--- config.mk ---
export PLATFORM = sky130hd
export DESIGN_NAME = async_serial_uart_core
export DESIGN_NICKNAME = d
export VERILOG_FILES = /design/src/uart_pkg.sv /design/src/async_serial_uart_core.sv /design/src/baud_tick_gen.sv
export SDC_FILE = /design/constraint.sdc
export NUM_CORES = 1
export LEC_CHECK = 0
export BUFFER_PORTS_ARGS = -buffer_cell sky130_fd_sc_hd__buf_4
export CORE_MARGIN = 2
export CORE_UTILIZATION = 60
export CTS_CLUSTER_DIAMETER = 50
export DETAILED_ROUTE_END_ITERATION = 16
export GPL_ROUTABILITY_DRIVEN = 1
export HOLD_SLACK_MARGIN = 0.03
export PLACE_DENSITY_LB_ADDON = 0.1
export SYNTH_ARGS = -nofsm -noshare
export SYNTH_HDL_FRONTEND = slang
export SYNTH_SLANG_ARGS = --single-unit
--- constraint.sdc ---
create_clock -name mclk -period 3.92 [get_ports mclk]
set_clock_uncertainty 0.05 [all_clocks]
set_input_delay 0.588 -clock mclk [delete_from_list [all_inputs] [get_ports mclk]]
set_output_delay 0.588 -clock mclk [all_outputs]
set_load 0.01 [all_outputs]
--- src/uart_pkg.sv ---
// constants shared by the serial core and its testbench
// assumes one system clock; register indices are word selects on reg_addr
package uart_pkg;
  // register selects on the processor data-memory port
  localparam logic [2:0] A_DATA = 3'h0;
  localparam logic [2:0] A_STAT = 3'h1;
  localparam logic [2:0] A_CTL1 = 3'h2;
  localparam logic [2:0] A_CTL2 = 3'h3;
  localparam logic [2:0] A_BAUD = 3'h4;
  // status bit positions
  localparam int S_PARITY_ERROR_FLAG  = 7;
  localparam int S_NOISE = 6;
  localparam int S_FRAMING_ERROR_FLAG  = 5;
  localparam int S_OVR   = 4;
  localparam int S_RXQ   = 3;
  localparam int S_RXAV  = 2;
  localparam int S_TXDN  = 1;
  localparam int S_TXEM  = 0;
  // control 1 bit positions
  localparam int C1_ON   = 7;
  localparam int C1_NINE = 6;
  localparam int C1_PEN  = 5;
  localparam int C1_ODD  = 4;
  localparam int C1_STP2 = 3;
  localparam int C1_BRK  = 2;
  localparam int C1_RX8  = 1;
  localparam int C1_TX8  = 0;
  // control 2 bit positions
  localparam int C2_TXON = 7;
  localparam int C2_RXON = 6;
  localparam int C2_ADR  = 4;
  localparam int C2_RIE  = 2;
  localparam int C2_TIIE = 1;
  localparam int C2_TEIE = 0;
  // reset values
  localparam logic [7:0] CTL_RST  = 8'h00;
  localparam logic [7:0] BAUD_RST = 8'h00;
  // timing: ticks per bit, majority sample points, break length in bits
  localparam logic [3:0] OVS_LAST  = 4'hF;
  localparam logic [3:0] SMP_FIRST = 4'h7;
  localparam logic [3:0] SMP_LAST  = 4'h9;
  localparam logic [3:0] START_MID = 4'h8;
  localparam logic [3:0] BRK_BITS  = 4'hD;
  typedef enum logic [2:0] {
    RX_IDLE = 3'h0, RX_START = 3'h1, RX_DATA = 3'h3, RX_PAR = 3'h2, RX_STOP = 3'h6
  } rx_state_t;
  typedef enum logic [2:0] {
    TX_IDLE = 3'h0, TX_START = 3'h1, TX_DATA = 3'h3, TX_PAR = 3'h2, TX_STOP = 3'h6,
    TX_BRK = 3'h4
  } tx_state_t;
endpackage : uart_pkg

--- src/async_serial_uart_core.sv ---
// full-duplex serial transceiver with shared data register and status flags
// assumes a single-cycle processor data-memory port on mclk; rx_pin is async
`timescale 1ns/1ps
// Functional notes
// characters carry eight or nine data bits, ninth bit kept apart.
// parity is even, odd or absent by configuration.
// one or two stop bits by configuration.
// bit timing comes from an 8-bit programmable baud divisor.
// received characters queue in a two-entry buffer.
// address detect interrupts only on characters whose last bit is one.
// interrupts for tx empty, tx idle, rx full, overrun, address detect.
// enabled pins act as serial pins with pull-ups switched off.
// clearing any enable floats the matching pin.
// written byte moves to shift register, sent LSB first.
// received bits shift in LSB first, then move to the buffer.
// one data address: write feeds transmit, read returns receive data.
// status bit 7 parity error, cleared by status read then data access.
// status bit 6 noise, set with rx available, never on overrun.
// status bit 5 framing error, cleared by status read then data access.
// status bit 4 overrun blocks transfers until status read then data access.
// status bit 3 low from start detection until stop completes.
// status bit 2 sets when data enters the buffer; irq if enabled.
// receive errors flag in the same cycle as rx available.
// rx available clears after status read, data read, buffer empty.
// status bit 1 high when nothing queued or sending; line high.
// tx idle clears after status read then data write.
// status bit 0 sets on transfer to shift register; same clear sequence.
// parity select zero means even, one means odd.
// ninth tx bit from write-only control bit, rx ninth read-only.
// break holds the line low at least thirteen bits and until cleared.
// low start bit, high stop bits, line high between frames.
// each bit sampled three times; disagreement reports noise; the core drops a disagreement in the final stop bit.
module async_serial_uart_core (
  input  wire logic       mclk,
  input  wire logic       resetn,
  input  wire logic [2:0] reg_addr,
  input  wire logic       reg_rd,
  input  wire logic       reg_wr,
  input  wire logic [7:0] reg_wdata,
  output logic      [7:0] reg_rdata,
  input  wire logic       rx_pin,
  output logic            tx_pin,
  output logic            tx_pin_oe_n,
  output logic            tx_pullup_off,
  output logic            rx_pullup_off,
  output logic            irq
);
  ////////////////////////////////////////////////////////////////////////
  logic [7:0] ctl1_reg, ctl2_reg, baud_reg, seen_reg;
  logic       rx_s1_reg, rx_s2_reg, tick;
  logic       parity_error_flag_reg, noise_reg, framing_error_flag_reg, ovr_reg, rxav_reg, txdn_reg, txem_reg;
  logic       adr_hit_reg;
  uart_pkg::rx_state_t rx_state_reg, rx_state_next;
  uart_pkg::tx_state_t tx_state_reg, tx_state_next;
  // buffer and status nets shared by the control, buffer and flag logic
  logic [8:0] rx_char;
  logic [8:0] fifo_mem [2];
  logic [1:0] fifo_cnt_reg, cnt_after;
  logic       rd_ptr_reg, wr_ptr_reg, rx_fe_reg, push, pop;
  logic [7:0] status;

  // register port decode
  wire acc_data = (reg_addr == uart_pkg::A_DATA);
  wire rd_data  = reg_rd && acc_data;
  wire wr_data  = reg_wr && acc_data;
  wire any_data = rd_data || wr_data;
  wire rd_stat  = reg_rd && (reg_addr == uart_pkg::A_STAT);
  wire wr_ctl1  = reg_wr && (reg_addr == uart_pkg::A_CTL1);
  wire wr_ctl2  = reg_wr && (reg_addr == uart_pkg::A_CTL2);
  wire wr_baud  = reg_wr && (reg_addr == uart_pkg::A_BAUD);
  wire g_on     = ctl1_reg[uart_pkg::C1_ON];
  wire nine     = ctl1_reg[uart_pkg::C1_NINE];
  wire par_en   = ctl1_reg[uart_pkg::C1_PEN];
  wire par_odd  = ctl1_reg[uart_pkg::C1_ODD];
  wire brk_req  = ctl1_reg[uart_pkg::C1_BRK];
  wire tx_act   = g_on && ctl2_reg[uart_pkg::C2_TXON];
  wire rx_act   = g_on && ctl2_reg[uart_pkg::C2_RXON];

  // even parity bit of a character, inverted for odd
  function automatic logic par_of(input logic [8:0] d, input logic n9, input logic odd);
    par_of = (^d[7:0]) ^ (n9 & d[8]) ^ odd;
  endfunction : par_of

  // majority of three samples from a two-bit ones count
  function automatic logic maj(input logic [1:0] ones);
    maj = (ones >= 2'h2);
  endfunction : maj

  ////////////////////////////////////////////////////////////////////////
  // control registers; clearing the global enable drops the enables and break
  always_ff @(posedge mclk or negedge resetn) begin
    if (!resetn) begin
      ctl1_reg <= uart_pkg::CTL_RST;
      ctl2_reg <= uart_pkg::CTL_RST;
      baud_reg <= uart_pkg::BAUD_RST;
    end else begin
      if (wr_ctl1) ctl1_reg <= {reg_wdata[7:2], ctl1_reg[uart_pkg::C1_RX8], reg_wdata[0]};
      if (wr_ctl2) ctl2_reg <= reg_wdata;
      if (wr_baud) baud_reg <= reg_wdata;
      if (!g_on) begin
        ctl1_reg[uart_pkg::C1_BRK]  <= 1'b0;
        ctl2_reg[uart_pkg::C2_TXON] <= 1'b0;
        ctl2_reg[uart_pkg::C2_RXON] <= 1'b0;
      end
      // ninth bit follows whichever entry is at the head after this edge
      if (pop && fifo_cnt_reg == 2'h2) ctl1_reg[uart_pkg::C1_RX8] <= fifo_mem[~rd_ptr_reg][8];
      else if (push && cnt_after == 2'h1) ctl1_reg[uart_pkg::C1_RX8] <= rx_char[8];
    end
  end

  baud_tick_gen #(.DIV_W(8)) u_baud (
    .mclk    (mclk),
    .resetn  (resetn),
    .clear   (!g_on),
    .divisor (baud_reg),
    .tick    (tick)
  );

  ////////////////////////////////////////////////////////////////////////
  // receive line synchroniser; only the second stage is looked at
  always_ff @(posedge mclk or negedge resetn) begin
    if (!resetn) begin
      rx_s1_reg <= 1'b1;
      rx_s2_reg <= 1'b1;
    end else begin
      rx_s1_reg <= rx_pin;
      rx_s2_reg <= rx_s1_reg;
    end
  end

  logic [3:0] rx_tk_reg, rx_bit_reg;
  logic [1:0] rx_ones_reg;
  logic [8:0] rx_sh_reg;
  logic       rx_nz_reg, rx_pe_reg;
  wire        rx_end  = tick && (rx_tk_reg == uart_pkg::OVS_LAST);
  wire        rx_smp  = tick && rx_tk_reg >= uart_pkg::SMP_FIRST && rx_tk_reg <= uart_pkg::SMP_LAST;
  wire        rx_bitv = maj(rx_ones_reg);
  wire        rx_disagree = (rx_ones_reg != 2'h0) && (rx_ones_reg != 2'h3);
  wire [3:0]  n_last  = nine ? 4'h8 : 4'h7;
  wire        two_stp = ctl1_reg[uart_pkg::C1_STP2];
  wire        rx_done = rx_end && (rx_state_reg == uart_pkg::RX_STOP) && !(two_stp && rx_bit_reg == 4'h0);
  // the shifted word sits high in the register; align it for 8-bit frames
  assign rx_char = nine ? rx_sh_reg : {1'b0, rx_sh_reg[8:1]};

  // receive sequencer, three samples per bit around the middle
  always_comb begin
    rx_state_next = rx_state_reg;
    unique case (rx_state_reg)
      uart_pkg::RX_IDLE:  if (tick && !rx_s2_reg) rx_state_next = uart_pkg::RX_START;
      uart_pkg::RX_START: if (tick && rx_tk_reg == uart_pkg::START_MID && rx_s2_reg)
                            rx_state_next = uart_pkg::RX_IDLE;
                          else if (rx_end) rx_state_next = uart_pkg::RX_DATA;
      uart_pkg::RX_DATA:  if (rx_end && rx_bit_reg == n_last)
                            rx_state_next = par_en ? uart_pkg::RX_PAR : uart_pkg::RX_STOP;
      uart_pkg::RX_PAR:   if (rx_end) rx_state_next = uart_pkg::RX_STOP;
      uart_pkg::RX_STOP:  if (rx_done) rx_state_next = uart_pkg::RX_IDLE;
      default:            rx_state_next = uart_pkg::RX_IDLE;
    endcase
  end

  always_ff @(posedge mclk or negedge resetn) begin
    if (!resetn) begin
      rx_state_reg <= uart_pkg::RX_IDLE;
      rx_tk_reg    <= 4'h0;
      rx_bit_reg   <= 4'h0;
      rx_ones_reg  <= 2'h0;
      rx_sh_reg    <= 9'h000;
      rx_nz_reg    <= 1'b0;
      rx_pe_reg    <= 1'b0;
    end else if (!rx_act) begin
      rx_state_reg <= uart_pkg::RX_IDLE;
      rx_tk_reg    <= 4'h0;
    end else begin
      rx_state_reg <= rx_state_next;
      if (rx_state_reg == uart_pkg::RX_IDLE) begin
        rx_tk_reg  <= 4'h0;
        rx_bit_reg <= 4'h0;
        rx_nz_reg  <= 1'b0;
        rx_pe_reg  <= 1'b0;
        rx_ones_reg <= 2'h0;
      end else if (tick) begin
        rx_tk_reg <= rx_tk_reg + 4'h1;
        if (rx_end) begin
          rx_ones_reg <= 2'h0;
          rx_nz_reg   <= rx_nz_reg | rx_disagree;
          rx_bit_reg  <= (rx_state_next != rx_state_reg) ? 4'h0 : rx_bit_reg + 4'h1;
        end else if (rx_smp) rx_ones_reg <= rx_ones_reg + {1'b0, rx_s2_reg};
        if (rx_end && rx_state_reg == uart_pkg::RX_DATA) rx_sh_reg <= {rx_bitv, rx_sh_reg[8:1]};
        if (rx_end && rx_state_reg == uart_pkg::RX_PAR)
          rx_pe_reg <= (rx_bitv != par_of(rx_char, nine, par_odd));
      end
    end
  end

  ////////////////////////////////////////////////////////////////////////
  // two-entry receive buffer; overrun stops all pushes until cleared
  wire        ovf  = rx_done && !ovr_reg && fifo_cnt_reg == 2'h2;
  assign push      = rx_done && !ovr_reg && fifo_cnt_reg != 2'h2;
  assign pop       = rd_data && fifo_cnt_reg != 2'h0;
  assign cnt_after = fifo_cnt_reg + {1'b0, push} - {1'b0, pop};

  always_ff @(posedge mclk or negedge resetn) begin
    if (!resetn) begin
      fifo_cnt_reg <= 2'h0;
      rd_ptr_reg   <= 1'b0;
      wr_ptr_reg   <= 1'b0;
      rx_fe_reg    <= 1'b0;
    end else if (!rx_act) begin
      fifo_cnt_reg <= 2'h0;
      rd_ptr_reg   <= 1'b0;
      wr_ptr_reg   <= 1'b0;
    end else begin
      fifo_cnt_reg <= cnt_after;
      if (push) wr_ptr_reg <= ~wr_ptr_reg;
      if (pop)  rd_ptr_reg <= ~rd_ptr_reg;
      if (rx_end && rx_state_reg == uart_pkg::RX_STOP) rx_fe_reg <= !rx_bitv; // first of two stops kept
    end
  end

  always_ff @(posedge mclk) begin
    if (push) fifo_mem[wr_ptr_reg] <= rx_char;
  end

  ////////////////////////////////////////////////////////////////////////
  // status flags: hardware set wins over the software clear sequence
  wire clr_err  = any_data;
  wire stop_bad = rx_done && (!rx_bitv || rx_fe_reg && two_stp);
  wire last_one = nine ? rx_char[8] : rx_char[7];

  always_ff @(posedge mclk or negedge resetn) begin
    if (!resetn) begin
      seen_reg    <= 8'h00;
      parity_error_flag_reg    <= 1'b0;
      noise_reg   <= 1'b0;
      framing_error_flag_reg    <= 1'b0;
      ovr_reg     <= 1'b0;
      rxav_reg    <= 1'b0;
      adr_hit_reg <= 1'b0;
    end else if (!g_on) begin
      seen_reg    <= 8'h00;
      parity_error_flag_reg    <= 1'b0;
      noise_reg   <= 1'b0;
      framing_error_flag_reg    <= 1'b0;
      ovr_reg     <= 1'b0;
      rxav_reg    <= 1'b0;
      adr_hit_reg <= 1'b0;
    end else begin
      if (rd_stat) seen_reg <= status;
      else if (any_data) seen_reg <= 8'h00;
      if (push && par_en && rx_pe_reg) parity_error_flag_reg <= 1'b1;
      else if (clr_err && seen_reg[uart_pkg::S_PARITY_ERROR_FLAG]) parity_error_flag_reg <= 1'b0;
      if (push && rx_nz_reg) noise_reg <= 1'b1;
      else if (clr_err && seen_reg[uart_pkg::S_NOISE]) noise_reg <= 1'b0;
      if (push && stop_bad) framing_error_flag_reg <= 1'b1;
      else if (clr_err && seen_reg[uart_pkg::S_FRAMING_ERROR_FLAG]) framing_error_flag_reg <= 1'b0;
      if (ovf) ovr_reg <= 1'b1;
      else if (clr_err && seen_reg[uart_pkg::S_OVR]) ovr_reg <= 1'b0;
      if (push) rxav_reg <= 1'b1;
      else if (rd_data && seen_reg[uart_pkg::S_RXAV] && cnt_after == 2'h0) rxav_reg <= 1'b0;
      if (push && ctl2_reg[uart_pkg::C2_ADR] && last_one) adr_hit_reg <= 1'b1;
      else if (cnt_after == 2'h0) adr_hit_reg <= 1'b0;
    end
  end

  ////////////////////////////////////////////////////////////////////////
  // transmitter: holding register, hidden shift register, break generator
  logic [8:0] hold_reg, tx_sh_reg;
  logic       hold_vld_reg, tx_par_reg;
  logic [3:0] tx_tk_reg, tx_bit_reg;
  wire        tx_end  = tick && (tx_tk_reg == uart_pkg::OVS_LAST);
  wire        tx_load = (tx_state_reg == uart_pkg::TX_IDLE) && hold_vld_reg && tick;
  wire        brk_ok  = tx_bit_reg >= uart_pkg::BRK_BITS;

  always_comb begin
    tx_state_next = tx_state_reg;
    unique case (tx_state_reg)
      uart_pkg::TX_IDLE:  if (tx_load) tx_state_next = uart_pkg::TX_START;
                          else if (tick && brk_req) tx_state_next = uart_pkg::TX_BRK;
      uart_pkg::TX_START: if (tx_end) tx_state_next = uart_pkg::TX_DATA;
      uart_pkg::TX_DATA:  if (tx_end && tx_bit_reg == n_last)
                            tx_state_next = par_en ? uart_pkg::TX_PAR : uart_pkg::TX_STOP;
      uart_pkg::TX_PAR:   if (tx_end) tx_state_next = uart_pkg::TX_STOP;
      uart_pkg::TX_STOP:  if (tx_end && !(two_stp && tx_bit_reg == 4'h0))
                            tx_state_next = uart_pkg::TX_IDLE;
      uart_pkg::TX_BRK:   if (tx_end && brk_ok && !brk_req) tx_state_next = uart_pkg::TX_IDLE;
      default:            tx_state_next = uart_pkg::TX_IDLE;
    endcase
  end

  always_ff @(posedge mclk or negedge resetn) begin
    if (!resetn) begin
      tx_state_reg <= uart_pkg::TX_IDLE;
      hold_reg     <= 9'h000;
      hold_vld_reg <= 1'b0;
      tx_sh_reg    <= 9'h000;
      tx_par_reg   <= 1'b0;
      tx_tk_reg    <= 4'h0;
      tx_bit_reg   <= 4'h0;
    end else if (!tx_act) begin
      tx_state_reg <= uart_pkg::TX_IDLE; // aborts frame and flushes holding
      hold_vld_reg <= 1'b0;
      tx_tk_reg    <= 4'h0;
    end else begin
      tx_state_reg <= tx_state_next;
      if (wr_data) begin
        hold_reg     <= {ctl1_reg[uart_pkg::C1_TX8], reg_wdata};
        hold_vld_reg <= 1'b1;
      end else if (tx_load) hold_vld_reg <= 1'b0;
      if (tx_load) begin
        tx_sh_reg  <= hold_reg;
        tx_par_reg <= par_of(hold_reg, nine, par_odd);
      end else if (tx_end && tx_state_reg == uart_pkg::TX_DATA) tx_sh_reg <= tx_sh_reg >> 1;
      // hold the count at zero on the leaving edge so the first bit gets all 16 ticks
      if (tx_state_next == uart_pkg::TX_IDLE || tx_state_reg == uart_pkg::TX_IDLE) tx_tk_reg <= 4'h0;
      else if (tick) tx_tk_reg <= tx_tk_reg + 4'h1;
      if (tx_state_next != tx_state_reg) tx_bit_reg <= 4'h0;
      else if (tx_end && !(tx_state_reg == uart_pkg::TX_BRK && brk_ok)) tx_bit_reg <= tx_bit_reg + 4'h1;
    end
  end

  // transmit flags follow the same status-then-data sequence
  wire tx_quiet = (tx_state_reg == uart_pkg::TX_IDLE) && !hold_vld_reg && !brk_req && !wr_data;
  always_ff @(posedge mclk or negedge resetn) begin
    if (!resetn) begin
      txem_reg <= 1'b1;
      txdn_reg <= 1'b1;
    end else if (!tx_act) begin
      txem_reg <= 1'b1;
      txdn_reg <= 1'b1;
    end else begin
      if (tx_load) txem_reg <= 1'b1;
      else if (wr_data && seen_reg[uart_pkg::S_TXEM]) txem_reg <= 1'b0;
      if (tx_quiet && txem_reg) txdn_reg <= 1'b1;
      else if (wr_data && seen_reg[uart_pkg::S_TXDN] || hold_vld_reg || brk_req) txdn_reg <= 1'b0;
    end
  end

  ////////////////////////////////////////////////////////////////////////
  assign status = {parity_error_flag_reg, noise_reg, framing_error_flag_reg, ovr_reg,
                       rx_state_reg == uart_pkg::RX_IDLE, rxav_reg, txdn_reg, txem_reg};
  wire [7:0] rd_mux = (reg_addr == uart_pkg::A_DATA) ? fifo_mem[rd_ptr_reg][7:0] :
                      (reg_addr == uart_pkg::A_STAT) ? status :
                      (reg_addr == uart_pkg::A_CTL1) ? {ctl1_reg[7:1], 1'b0} :
                      (reg_addr == uart_pkg::A_CTL2) ? ctl2_reg :
                      (reg_addr == uart_pkg::A_BAUD) ? baud_reg : 8'h00;
  wire line = (tx_state_reg == uart_pkg::TX_START || tx_state_reg == uart_pkg::TX_BRK) ? 1'b0 :
              (tx_state_reg == uart_pkg::TX_DATA) ? tx_sh_reg[0] :
              (tx_state_reg == uart_pkg::TX_PAR) ? tx_par_reg : 1'b1;
  wire c2_ie = ctl2_reg[uart_pkg::C2_RIE];
  wire irq_next = c2_ie && ((rxav_reg && (!ctl2_reg[uart_pkg::C2_ADR] || adr_hit_reg)) || ovr_reg)
                || ctl2_reg[uart_pkg::C2_TIIE] && txdn_reg || ctl2_reg[uart_pkg::C2_TEIE] && txem_reg;

  // pins and read data all leave from flops
  always_ff @(posedge mclk or negedge resetn) begin
    if (!resetn) begin
      reg_rdata     <= 8'h00;
      tx_pin        <= 1'b1;
      tx_pin_oe_n   <= 1'b1;
      tx_pullup_off <= 1'b0;
      rx_pullup_off <= 1'b0;
      irq           <= 1'b0;
    end else begin
      reg_rdata     <= reg_rd ? rd_mux : 8'h00;
      tx_pin        <= tx_act ? line : 1'b1;
      tx_pin_oe_n   <= !tx_act;
      tx_pullup_off <= tx_act;
      rx_pullup_off <= rx_act;
      irq           <= irq_next;
    end
  end
endmodule : async_serial_uart_core

--- src/baud_tick_gen.sv ---
// oversampling tick source for both shift directions
// assumes divisor is stable or that a clear follows a change
`timescale 1ns/1ps
module baud_tick_gen #(
  parameter int DIV_W = 8
) (
  input  wire logic             mclk,
  input  wire logic             resetn,
  input  wire logic             clear,
  input  wire logic [DIV_W-1:0] divisor,
  output logic                  tick
);
  logic [DIV_W-1:0] cnt_reg;
  logic [DIV_W-1:0] cnt_next;
  wire              wrap = (cnt_reg == '0);

  // down counter reloads with the divisor, so the tick period is divisor+1
  assign cnt_next = (clear || wrap) ? divisor : cnt_reg - 1'b1;

  always_ff @(posedge mclk or negedge resetn) begin
    if (!resetn) begin
      cnt_reg <= '0;
      tick    <= 1'b0;
    end else begin
      cnt_reg <= cnt_next;
      tick    <= wrap && !clear;
    end
  end
endmodule : baud_tick_gen

==> results of run 1 <==
## layout make-up
type | count | area, um^2
sequential | 141 | 3630
fill | 866 | 3560
multi-input combinational | 445 | 3100
clock buffer | 21 | 480
timing repair buffer | 32 | 253
tap | 143 | 179
clock inverter | 11 | 115
inverter | 29 | 109
## routing by layer
| metal | up-vias | routed length, um |
|---|---|---|
| met5 | - | 0 |
| met4 | 0 | 376 |
| met3 | 36 | 769 |
| met2 | 149 | 7120 |
| met1 | 2454 | 6890 |
| li1 | 2304 | - |
## path summary, 6_finish.rpt
check                                    from                end  slack, ps  cells past startpoint
worst max-delay path            rx_bit_reg[0]           rxav_reg        710                     14
worst min-delay path                   rx_pin          rx_s1_reg        230                      1
worst max register to register  rx_bit_reg[0]           rxav_reg        710                     14
worst min register to register      rx_s1_reg          rx_s2_reg        310                      0
max in group asynchronous              resetn          rx_s2_reg       2730                      2
min in group asynchronous              resetn  u_baud.cnt_reg[3]        240                      1
## kinds of logic after synthesis
family | count (synthesis)
AOI/OAI and AO/OA | 128
xor gates and xnor gates | 38
adders and majority gates | 16
buffers and inverters | 59
DFF | 141
muxes | 74
and+or+nand+nor | 189
## through the flow
| stage | util | total power, W | cells |
|---|---|---|---|
| after global routing | 0.688 | 0.00383 | 822 |
| final | 0.688 | 0.00368 | 822 |
| after global placement | 0.636 | 0.00209 | 790 |
| after floorplan | - | 0.00196 | 645 |
| after CTS | 0.688 | 0.00370 | 822 |
| after detailed placement | 0.636 | 0.00211 | 790 |
## where the power goes
part | internal [W] | switching (W)
Combinational | 0.000182 | 0.000214
Clock | 0.000997 | 0.000596
Sequential | 0.00158 | 0.000110
Total | 0.00276 | 0.000920
## worst reg2reg max path, stage by stage (launching register included)
cell and delay, ps:
dfrtp_1 420, inv_1 70, ha_1 190, and4bb_2 260, nor2_1 150, and3_1 360, inv_1 150, ha_1 300
inv_1 50, ha_1 210, xor2_1 160, xnor2_1 300, nand2b_1 140, o21ai_0 200, a21oi_1 90
## synth_stat cells, drive strengths merged (15+ instances only)
master,instances
buf,17
nand2,55
dfrtp,117
a21oi,54
edfxtp,18
mux2i,31
nand3,15
xnor2,22
nor2,57
o21ai,31
mux2,43
inv,28
ha,16
==> results_dict.tcl, run 1 <==
set metrics [dict create \
    status "finished clean" \
    rsz0062_at_grt "false" \
    syn-instance-count 645 \
    clk_path_buf_depth 2 \
    gp_congestion 0.940 \
    postCtsSetupBuffers 0 \
    grt_max_degree 70 \
    path_delay_family "simple AND/OR/NAND/NOR gates" \
    synth_compound_gate_area_share 0.118 \
    final_common_cell "dfrtp_1" \
    holdWs_ps 229 \
    crit_arrival_ps 3450 \
    ys_seq_area_frac 0.519 \
    top_register "fifo_mem" \
    initial_utilization 0.612 \
    rows 39 \
    synth_top_area_frac 0.419 \
    synth_nets 677 \
    die_w_um 112 \
    synth_area_per_cell_um2 10.8 \
    max_slew_margin 0.410 \
    die_y_um 112 \
    power_density_mw_per_mm2 468 \
    yosys.area_share.simple 0.131 \
    final_cell_mix "117 x dfrtp_1, 57 x nor2_1, 55 x nand2_1" \
    cp-start-kind "flop" \
    vias 4943 \
    numPortBuffers 28 \
    core_area_mm2 0.0114 \
    slew_viol_final 0 \
    preCtsSetupSlack_ps 849 \
    post_cts_resize_count 0 \
    synth-xor-area-share 0.0515 \
    largest_reg_flops 18 \
    crit_type "flop to flop" \
    grt.total_usage 0.262 \
    drt-pass1-iter-count 5 \
    grt_busiest_layer "met2" \
    clock_sink_count 141 \
    end_kind "flop" \
    area_delta_synth_final_pct 12.4 \
    cap_violations 0 \
    synth_area_mm2 0.00699 \
    worstMarginPinSlew_ps 884 \
    synth_top_area_cell "dfrtp_1" \
    numCtsBuffers 17 \
    drt_iter0_drc 359 \
    use_met3 0.0599 \
    grt_pass1_vias 5080 \
    nNetsFinal 698 \
    diodes 0 \
    drt-total-wl_um 15200 \
    yosysWarnings 0 \
    synth_cell_types 63 \
    synth-edff-count 18 \
    synth-adder-area-share 0.0286 \
    die-area_mm2 0.0125 \
    final.setup.worst_slack_ps 707 \
    synth_seq_cells 141 \
    critPathBufInv 3 \
    grt_antenna_before_repair 0 \
    cts.clk_slew.worst_paths_ps 60 \
    synth-async-reset-ratio 0.872 \
    hold_violations 0 \
    drive_above_1_share 0.184 \
    avgRoutedWirePerCell_um 18.4 \
    grt_overflow 0 \
    viasPerCell 6.01 \
    tns_ps 0 \
    worstPathRequired_ps 4160 \
    path_cells "inv_1, ha_1, and4bb_2, nor2_1, and3_1, inv_1, ha_1, inv_1, ha_1, xor2_1, xnor2_1, nand2b_1, o21ai_0, a21oi_1" \
    ir_drop_mv 0.431 \
    clock_latency_ps 420 \
    p_leak_nw 3.52 \
    design_area_mm2 0.00786 \
    ant_nets 0 \
    drcViolationCount 0 \
    synth_mux_area_frac 0.114 \
    htree_levels 4 \
    cts_root_buf "clkbuf_16" \
    dpl-instance-area_mm2 0.00726 \
    postCtsHoldBufs 0 \
    crit_fanout 7 \
    period_share 0.820 \
    io_pins 29 \
    critical-path-max-stage-delay_ps 420 \
    finalSetupViolCount 0 \
    cp_slowest_cell "dfrtp_1" \
    holdCritPathClass "input port to flop" \
    dp_hpwl_um 10600 \
    max_freq_mhz 311 \
    synth_top_family_by_area "simple AND/OR/NAND/NOR gates" \
    use_met1 0.365 \
    min_period_ps 3210 \
    cts_tree "yes" \
    grt_use_met2 0.404 \
    ys.flop_type "dfrtp_1" \
    synthTopCellsByArea "dfrtp_1 42%, edfxtp_1 7.7%, mux2_2 6.9%" \
    grt_pass1_wl_um 25600 \
]
Note: power is estimated with default switching activity, not from simulation.
==> run 2, diff against run 1 <==
==> constraint.sdc (replaced) <==
create_clock -name mclk -period 3.2 [get_ports mclk]
set_clock_uncertainty 0.05 [all_clocks]
set_input_delay 0.48 -clock mclk [delete_from_list [all_inputs] [get_ports mclk]]
set_output_delay 0.48 -clock mclk [all_outputs]
set_load 0.01 [all_outputs]
==> run 2 against run 1 <==
- cell count grew 0.24%
- die area unchanged
- clock power is 25% higher
- hold slack got worse by 160 ps
- clock-buffer cell count decreased by 1
==> results_dict.tcl, run 2 (synthesized netlist as in run 1, its figures left out) <==
set metrics [dict create \
    status "finished clean" \
    diodes 0 \
    max_freq_mhz 343 \
    die_y_um 112 \
    grt_overflow 0 \
    period_share 0.910 \
    largest_reg_flops 18 \
    place_inst 792 \
    slew_viol_final 0 \
    power_density_mw_per_mm2 577 \
    core_area_mm2 0.0114 \
    numCtsBuffers 17 \
    finalPower_w 0.00454 \
    die_w_um 112 \
    crit_type "flop to flop" \
    finalSetupViolCount 0 \
    crit_arrival_ps 3150 \
    hold_violations 0 \
    area_delta_synth_final_pct 12.6 \
    worstMarginPinSlew_ps 777 \
    cts_tree "yes" \
    rsz0062_at_grt "false" \
    cap_violations 0 \
    clock_latency_ps 430 \
    drt-pass1-iter-count 4 \
    pwr-share-clk 0.436 \
    drt_iter0_drc 370 \
    sequentialPowerShare 0.457 \
    grt_antenna_before_repair 0 \
    holdCritPathClass "input port to asynchronous set/reset pin" \
    end_kind "flop" \
    rows 39 \
    top_register "fifo_mem" \
    ant_nets 0 \
    nNetsFinal 700 \
    post_cts_resize_count 0 \
    numPortBuffers 28 \
    final_cells 824 \
    max_slew_margin 0.480 \
    grt.total_usage 0.262 \
    postCtsSetupBuffers 0 \
    p_leak_nw 3.53 \
    cp-start-kind "flop" \
    comb_power_share 0.106 \
    p_sw_frac 0.252 \
    drt-total-wl_um 15100 \
    grt_max_degree 124 \
    cts.clk_slew.worst_paths_ps 60 \
    grt_pass1_wl_um 25600 \
    die-area_mm2 0.0125 \
    final_common_cell "dfrtp_1" \
    tns_ps 0 \
    crit_fanout 4 \
    ir_drop_mv 0.439 \
    postCtsHoldBufs 0 \
    initial_utilization 0.612 \
    final_cell_mix "117 x dfrtp_1, 57 x nor2_1, 55 x nand2_1" \
    dp_hpwl_um 10400 \
    min_period_ps 2910 \
    gp_congestion 0.867 \
    clock_sink_count 141 \
    io_pins 29 \
    cts_root_buf "clkbuf_16" \
    drcViolationCount 0 \
    avgRoutedWirePerCell_um 18.4 \
    critical-path-max-stage-delay_ps 420 \
    intPower_w 0.00340 \
    drive_above_1_share 0.179 \
    path_cells "inv_1, ha_1, and4bb_2, nor2_1, and3_1, inv_1, ha_1, inv_1, ha_1, xor2_1, xnor2_1, nand2b_1, o21ai_0, a21oi_1" \
    grt_pass1_vias 5045 \
    htree_levels 4 \
    p_sw_w 0.00114 \
    clk_path_buf_depth 2 \
    viasPerCell 5.91 \
    cp_slowest_cell "dfrtp_1" \
    vias 4869 \
    worstPathRequired_ps 3440 \
]
==> run 2: cell types whose count changed in the layout (fill, tap and decap cells not counted), sizes merged <==
cell      before  now
clkbuf        21   20
inv           28   29
bufinv         2    3
buf           32   34
clkinv         6    7
clkinvlp       4    2
==> run 2: worst paths after layout <==
check	from	endpoint	slack, ps	cells after the start
setup / recovery	rx_bit_reg[1]	rxav_reg	290	14
hold / removal	resetn	u_baud.cnt_reg[3]	70	2
setup reg to reg	rx_bit_reg[1]	rxav_reg	290	14
hold reg to reg	rx_s1_reg	rx_s2_reg	300	0
max in group asynchronous	resetn	tx_tk_reg[2]	2500	2
min in group mclk	rx_pin	rx_s1_reg	110	1
==> run 2: power by group through the flow <==
stage                     Sequential (W)  Clock (W)  Combinational [W]
after floorplan                  0.00205          0           0.000353
after global placement           0.00210          0           0.000467
after detailed placement         0.00210          0           0.000483
after CTS                        0.00207    0.00200           0.000490
after global routing             0.00209    0.00207           0.000546
final                            0.00208    0.00198           0.000483
==> run 2: metal layers <==
metal | share of wire | vias to the layer above | GRT usage
met3 | 0.036 | 28 | 0.0528
met4 | 0.024 | 0 | 0.102
met5 | 0 | - | 0
li1 | - | 2307 | -
met2 | 0.48 | 104 | 0.409
met1 | 0.46 | 2430 | 0.366
==> run 2: per-stage QoR <==
stage / utilization / instance area [um^2] / worst slack (ps) / hold WS [ps]
floorplan: - / 6990 / 568 / 134
global placement: 0.637 / 7280 / 547 / 296
detailed placement: 0.637 / 7280 / 387 / 297
CTS: 0.689 / 7870 / 316 / 101
global route: 0.689 / 7870 / 41.3 / 109
finish: 0.689 / 7870 / 288 / 73.2
==> run 2: area by class of cell <==
class	count	area [um^2]
sequential	141	3630
fill	855	3550
multi-input combinational	445	3100
clock buffer	20	447
timing repair buffer	34	268
tap	143	179
clock inverter	12	144
inverter	29	109
==> run 2: critical path: cells and delay by family (launching register included) <==
| kind | cells | cell delay (ps) |
|---|---|---|
| AOI/OAI and AO/OA | 2 | 270 |
| xor gates and xnor gates | 2 | 440 |
| adders and majority gates | 3 | 660 |
| buffers and inverters | 3 | 230 |
| DFF | 1 | 420 |
| and+or+nand+nor | 4 | 720 |
==> run 3, diff against run 2 <==
--- a/config.mk
+++ b/config.mk
@@ -6,13 +6,14 @@
 export NUM_CORES = 1
 export LEC_CHECK = 0
 export BUFFER_PORTS_ARGS = -buffer_cell sky130_fd_sc_hd__buf_4
-export CORE_MARGIN = 2
+export CORE_MARGIN = 1.5
 export CORE_UTILIZATION = 60
 export CTS_CLUSTER_DIAMETER = 50
 export DETAILED_ROUTE_END_ITERATION = 16
 export GPL_ROUTABILITY_DRIVEN = 1
 export HOLD_SLACK_MARGIN = 0.03
 export PLACE_DENSITY_LB_ADDON = 0.1
+export REMOVE_ABC_BUFFERS = 1
 export SYNTH_ARGS = -nofsm -noshare
 export SYNTH_HDL_FRONTEND = slang
 export SYNTH_SLANG_ARGS = --single-unit
==> run 3 against run 2 <==
- sequential power about the same
- cell count up 0.49%
- fmax down 0.67%
- power up 0.11%
- cell area up 0.54%
- first-iteration DRC count down 5.7%
- die area down 1.8%
- critical path type unchanged
- register-to-register slack worse by 20 ps
- largest power group unchanged
- critical path depth unchanged
- clock power about the same
- sequential cell count unchanged
- clock-buffer cell count up 7
==> results_dict.tcl, run 3 (synthesized netlist as in run 1, its figures left out) <==
set metrics [dict create \
    status "finished clean" \
    clk_path_buf_depth 2 \
    grt_pass1_vias 4913 \
    post-route-util 0.696 \
    numPortBuffers 28 \
    cts_root_buf "clkbuf_16" \
    period_share 0.916 \
    rsz0062_at_grt "false" \
    crit_type "flop to flop" \
    finalSetupViolCount 0 \
    multi_input_area_mm2 0.00310 \
    avgRoutedWirePerCell_um 17.9 \
    core_area_mm2 0.0114 \
    nFillCells 843 \
    cts.clk_slew.worst_paths_ps 60 \
    drt_iter0_drc 349 \
    finalPower_w 0.00455 \
    nNetsFinal 704 \
    clock_sink_count 141 \
    die_w_um 111 \
    tns_ps 0 \
    postCtsSetupBuffers 0 \
    max_freq_mhz 341 \
    crit_arrival_ps 3170 \
    io_pins 29 \
    critPathBufInv 3 \
    cp_slowest_cell "dfrtp_1" \
    clock_latency_ps 420 \
    max_slew_margin 0.511 \
    ant_nets 0 \
    diodes 0 \
    holdWs_ps 115 \
    htree_levels 4 \
    drive_above_1_share 0.184 \
    vias 4861 \
    crit_fanout 4 \
    dpl-instance-area_mm2 0.00730 \
    die_y_um 111 \
    area_delta_synth_final_pct 13.2 \
    worstPathRequired_ps 3440 \
    grt_max_degree 65 \
    drt-total-wl_um 14800 \
    power_density_mw_per_mm2 575 \
    grt_overflow 0 \
    numCtsBuffers 17 \
    initial_utilization 0.615 \
    path_delay_family "simple AND/OR/NAND/NOR gates" \
    critical-path-max-stage-delay_ps 420 \
    cap_violations 0 \
    design_area_mm2 0.00791 \
    slew_viol_final 0 \
    min_period_ps 2930 \
    ir_drop_mv 0.537 \
    end_kind "flop" \
    largest_reg_flops 18 \
    rows 39 \
    cts_tree "yes" \
    dp_hpwl_um 10400 \
    die-area_mm2 0.0123 \
    hold_violations 0 \
    grt_pass1_wl_um 24800 \
    p_leak_nw 3.56 \
    worstMarginPinSlew_ps 731 \
    cp-start-kind "flop" \
    grt.total_usage 0.258 \
    path_cells "inv_1, ha_1, and4bb_2, nor2_1, and3_1, inv_1, ha_1, inv_1, ha_1, xor2_1, xnor2_1, nand2b_1, o21ai_0, a21oi_1" \
    drt-pass1-iter-count 5 \
    top_register "fifo_mem" \
    final_cell_mix "117 x dfrtp_1, 57 x nor2_1, 55 x nand2_1" \
    grt_antenna_before_repair 0 \
    drcViolationCount 0 \
    holdCritPathClass "input port to flop" \
    viasPerCell 5.87 \
    gp_congestion 0.933 \
    final_common_cell "dfrtp_1" \
    seq_area_mm2 0.00363 \
]
run 3: final timing paths:
check | from | end | slack [ps] | cells after the start
max in group asynchronous | resetn | rx_s1_reg | 1830 | 3
min reg2reg | rx_s1_reg | rx_s2_reg | 310 | 0
max | rx_bit_reg[1] | rxav_reg | 270 | 14
min | rx_pin | rx_s1_reg | 120 | 1
min in group asynchronous | resetn | tx_sh_reg[4] | 520 | 2
max reg2reg | rx_bit_reg[1] | rxav_reg | 270 | 14
run 3: through the flow:
stage	worst slack [ps]	cells
global placement	540	795
finish	268	828
floorplan	538	615
detailed placement	351	795
CTS	342	828
global route	133	828
run 3: area by class of cell:
class,count,area share
clock buffer,27,0.0661
clock inverter,5,0.00981
inverter,29,0.0138
multi-input combinational,445,0.391
sequential,141,0.458
tap,143,0.0226
timing repair buffer,38,0.0380
run 3: power by group:
part           switching [W]  internal, W  leakage, nW  total, W
Clock               0.000705      0.00127        0.294   0.00197
Sequential          0.000127      0.00194         1.76   0.00207
Combinational       0.000275     0.000230         1.51  0.000505
Total                0.00111      0.00344         3.56   0.00455
run 3: layer usage:
layer | GRT usage | wire length [um]
met1 | 0.350 | 6750
met2 | 0.410 | 7090
met3 | 0.0547 | 683
met5 | 0 | 0
met4 | 0.102 | 292
run 3: what timing repair did:
action                                 CTS  global route
endpoints found under the hold margin   33             0
resized for setup                        0             0
hold buffers                             1             0
run 3: worst register-to-register path, cell delays in order, from the launching register on:
cell	delay [ps]
dfrtp_1	420
inv_1	100
ha_1	180
and4bb_2	250
nor2_1	140
and3_1	200
inv_1	80
ha_1	280
inv_1	40
ha_1	180
xor2_1	160
xnor2_1	240
nand2b_1	120
o21ai_0	250
a21oi_1	120
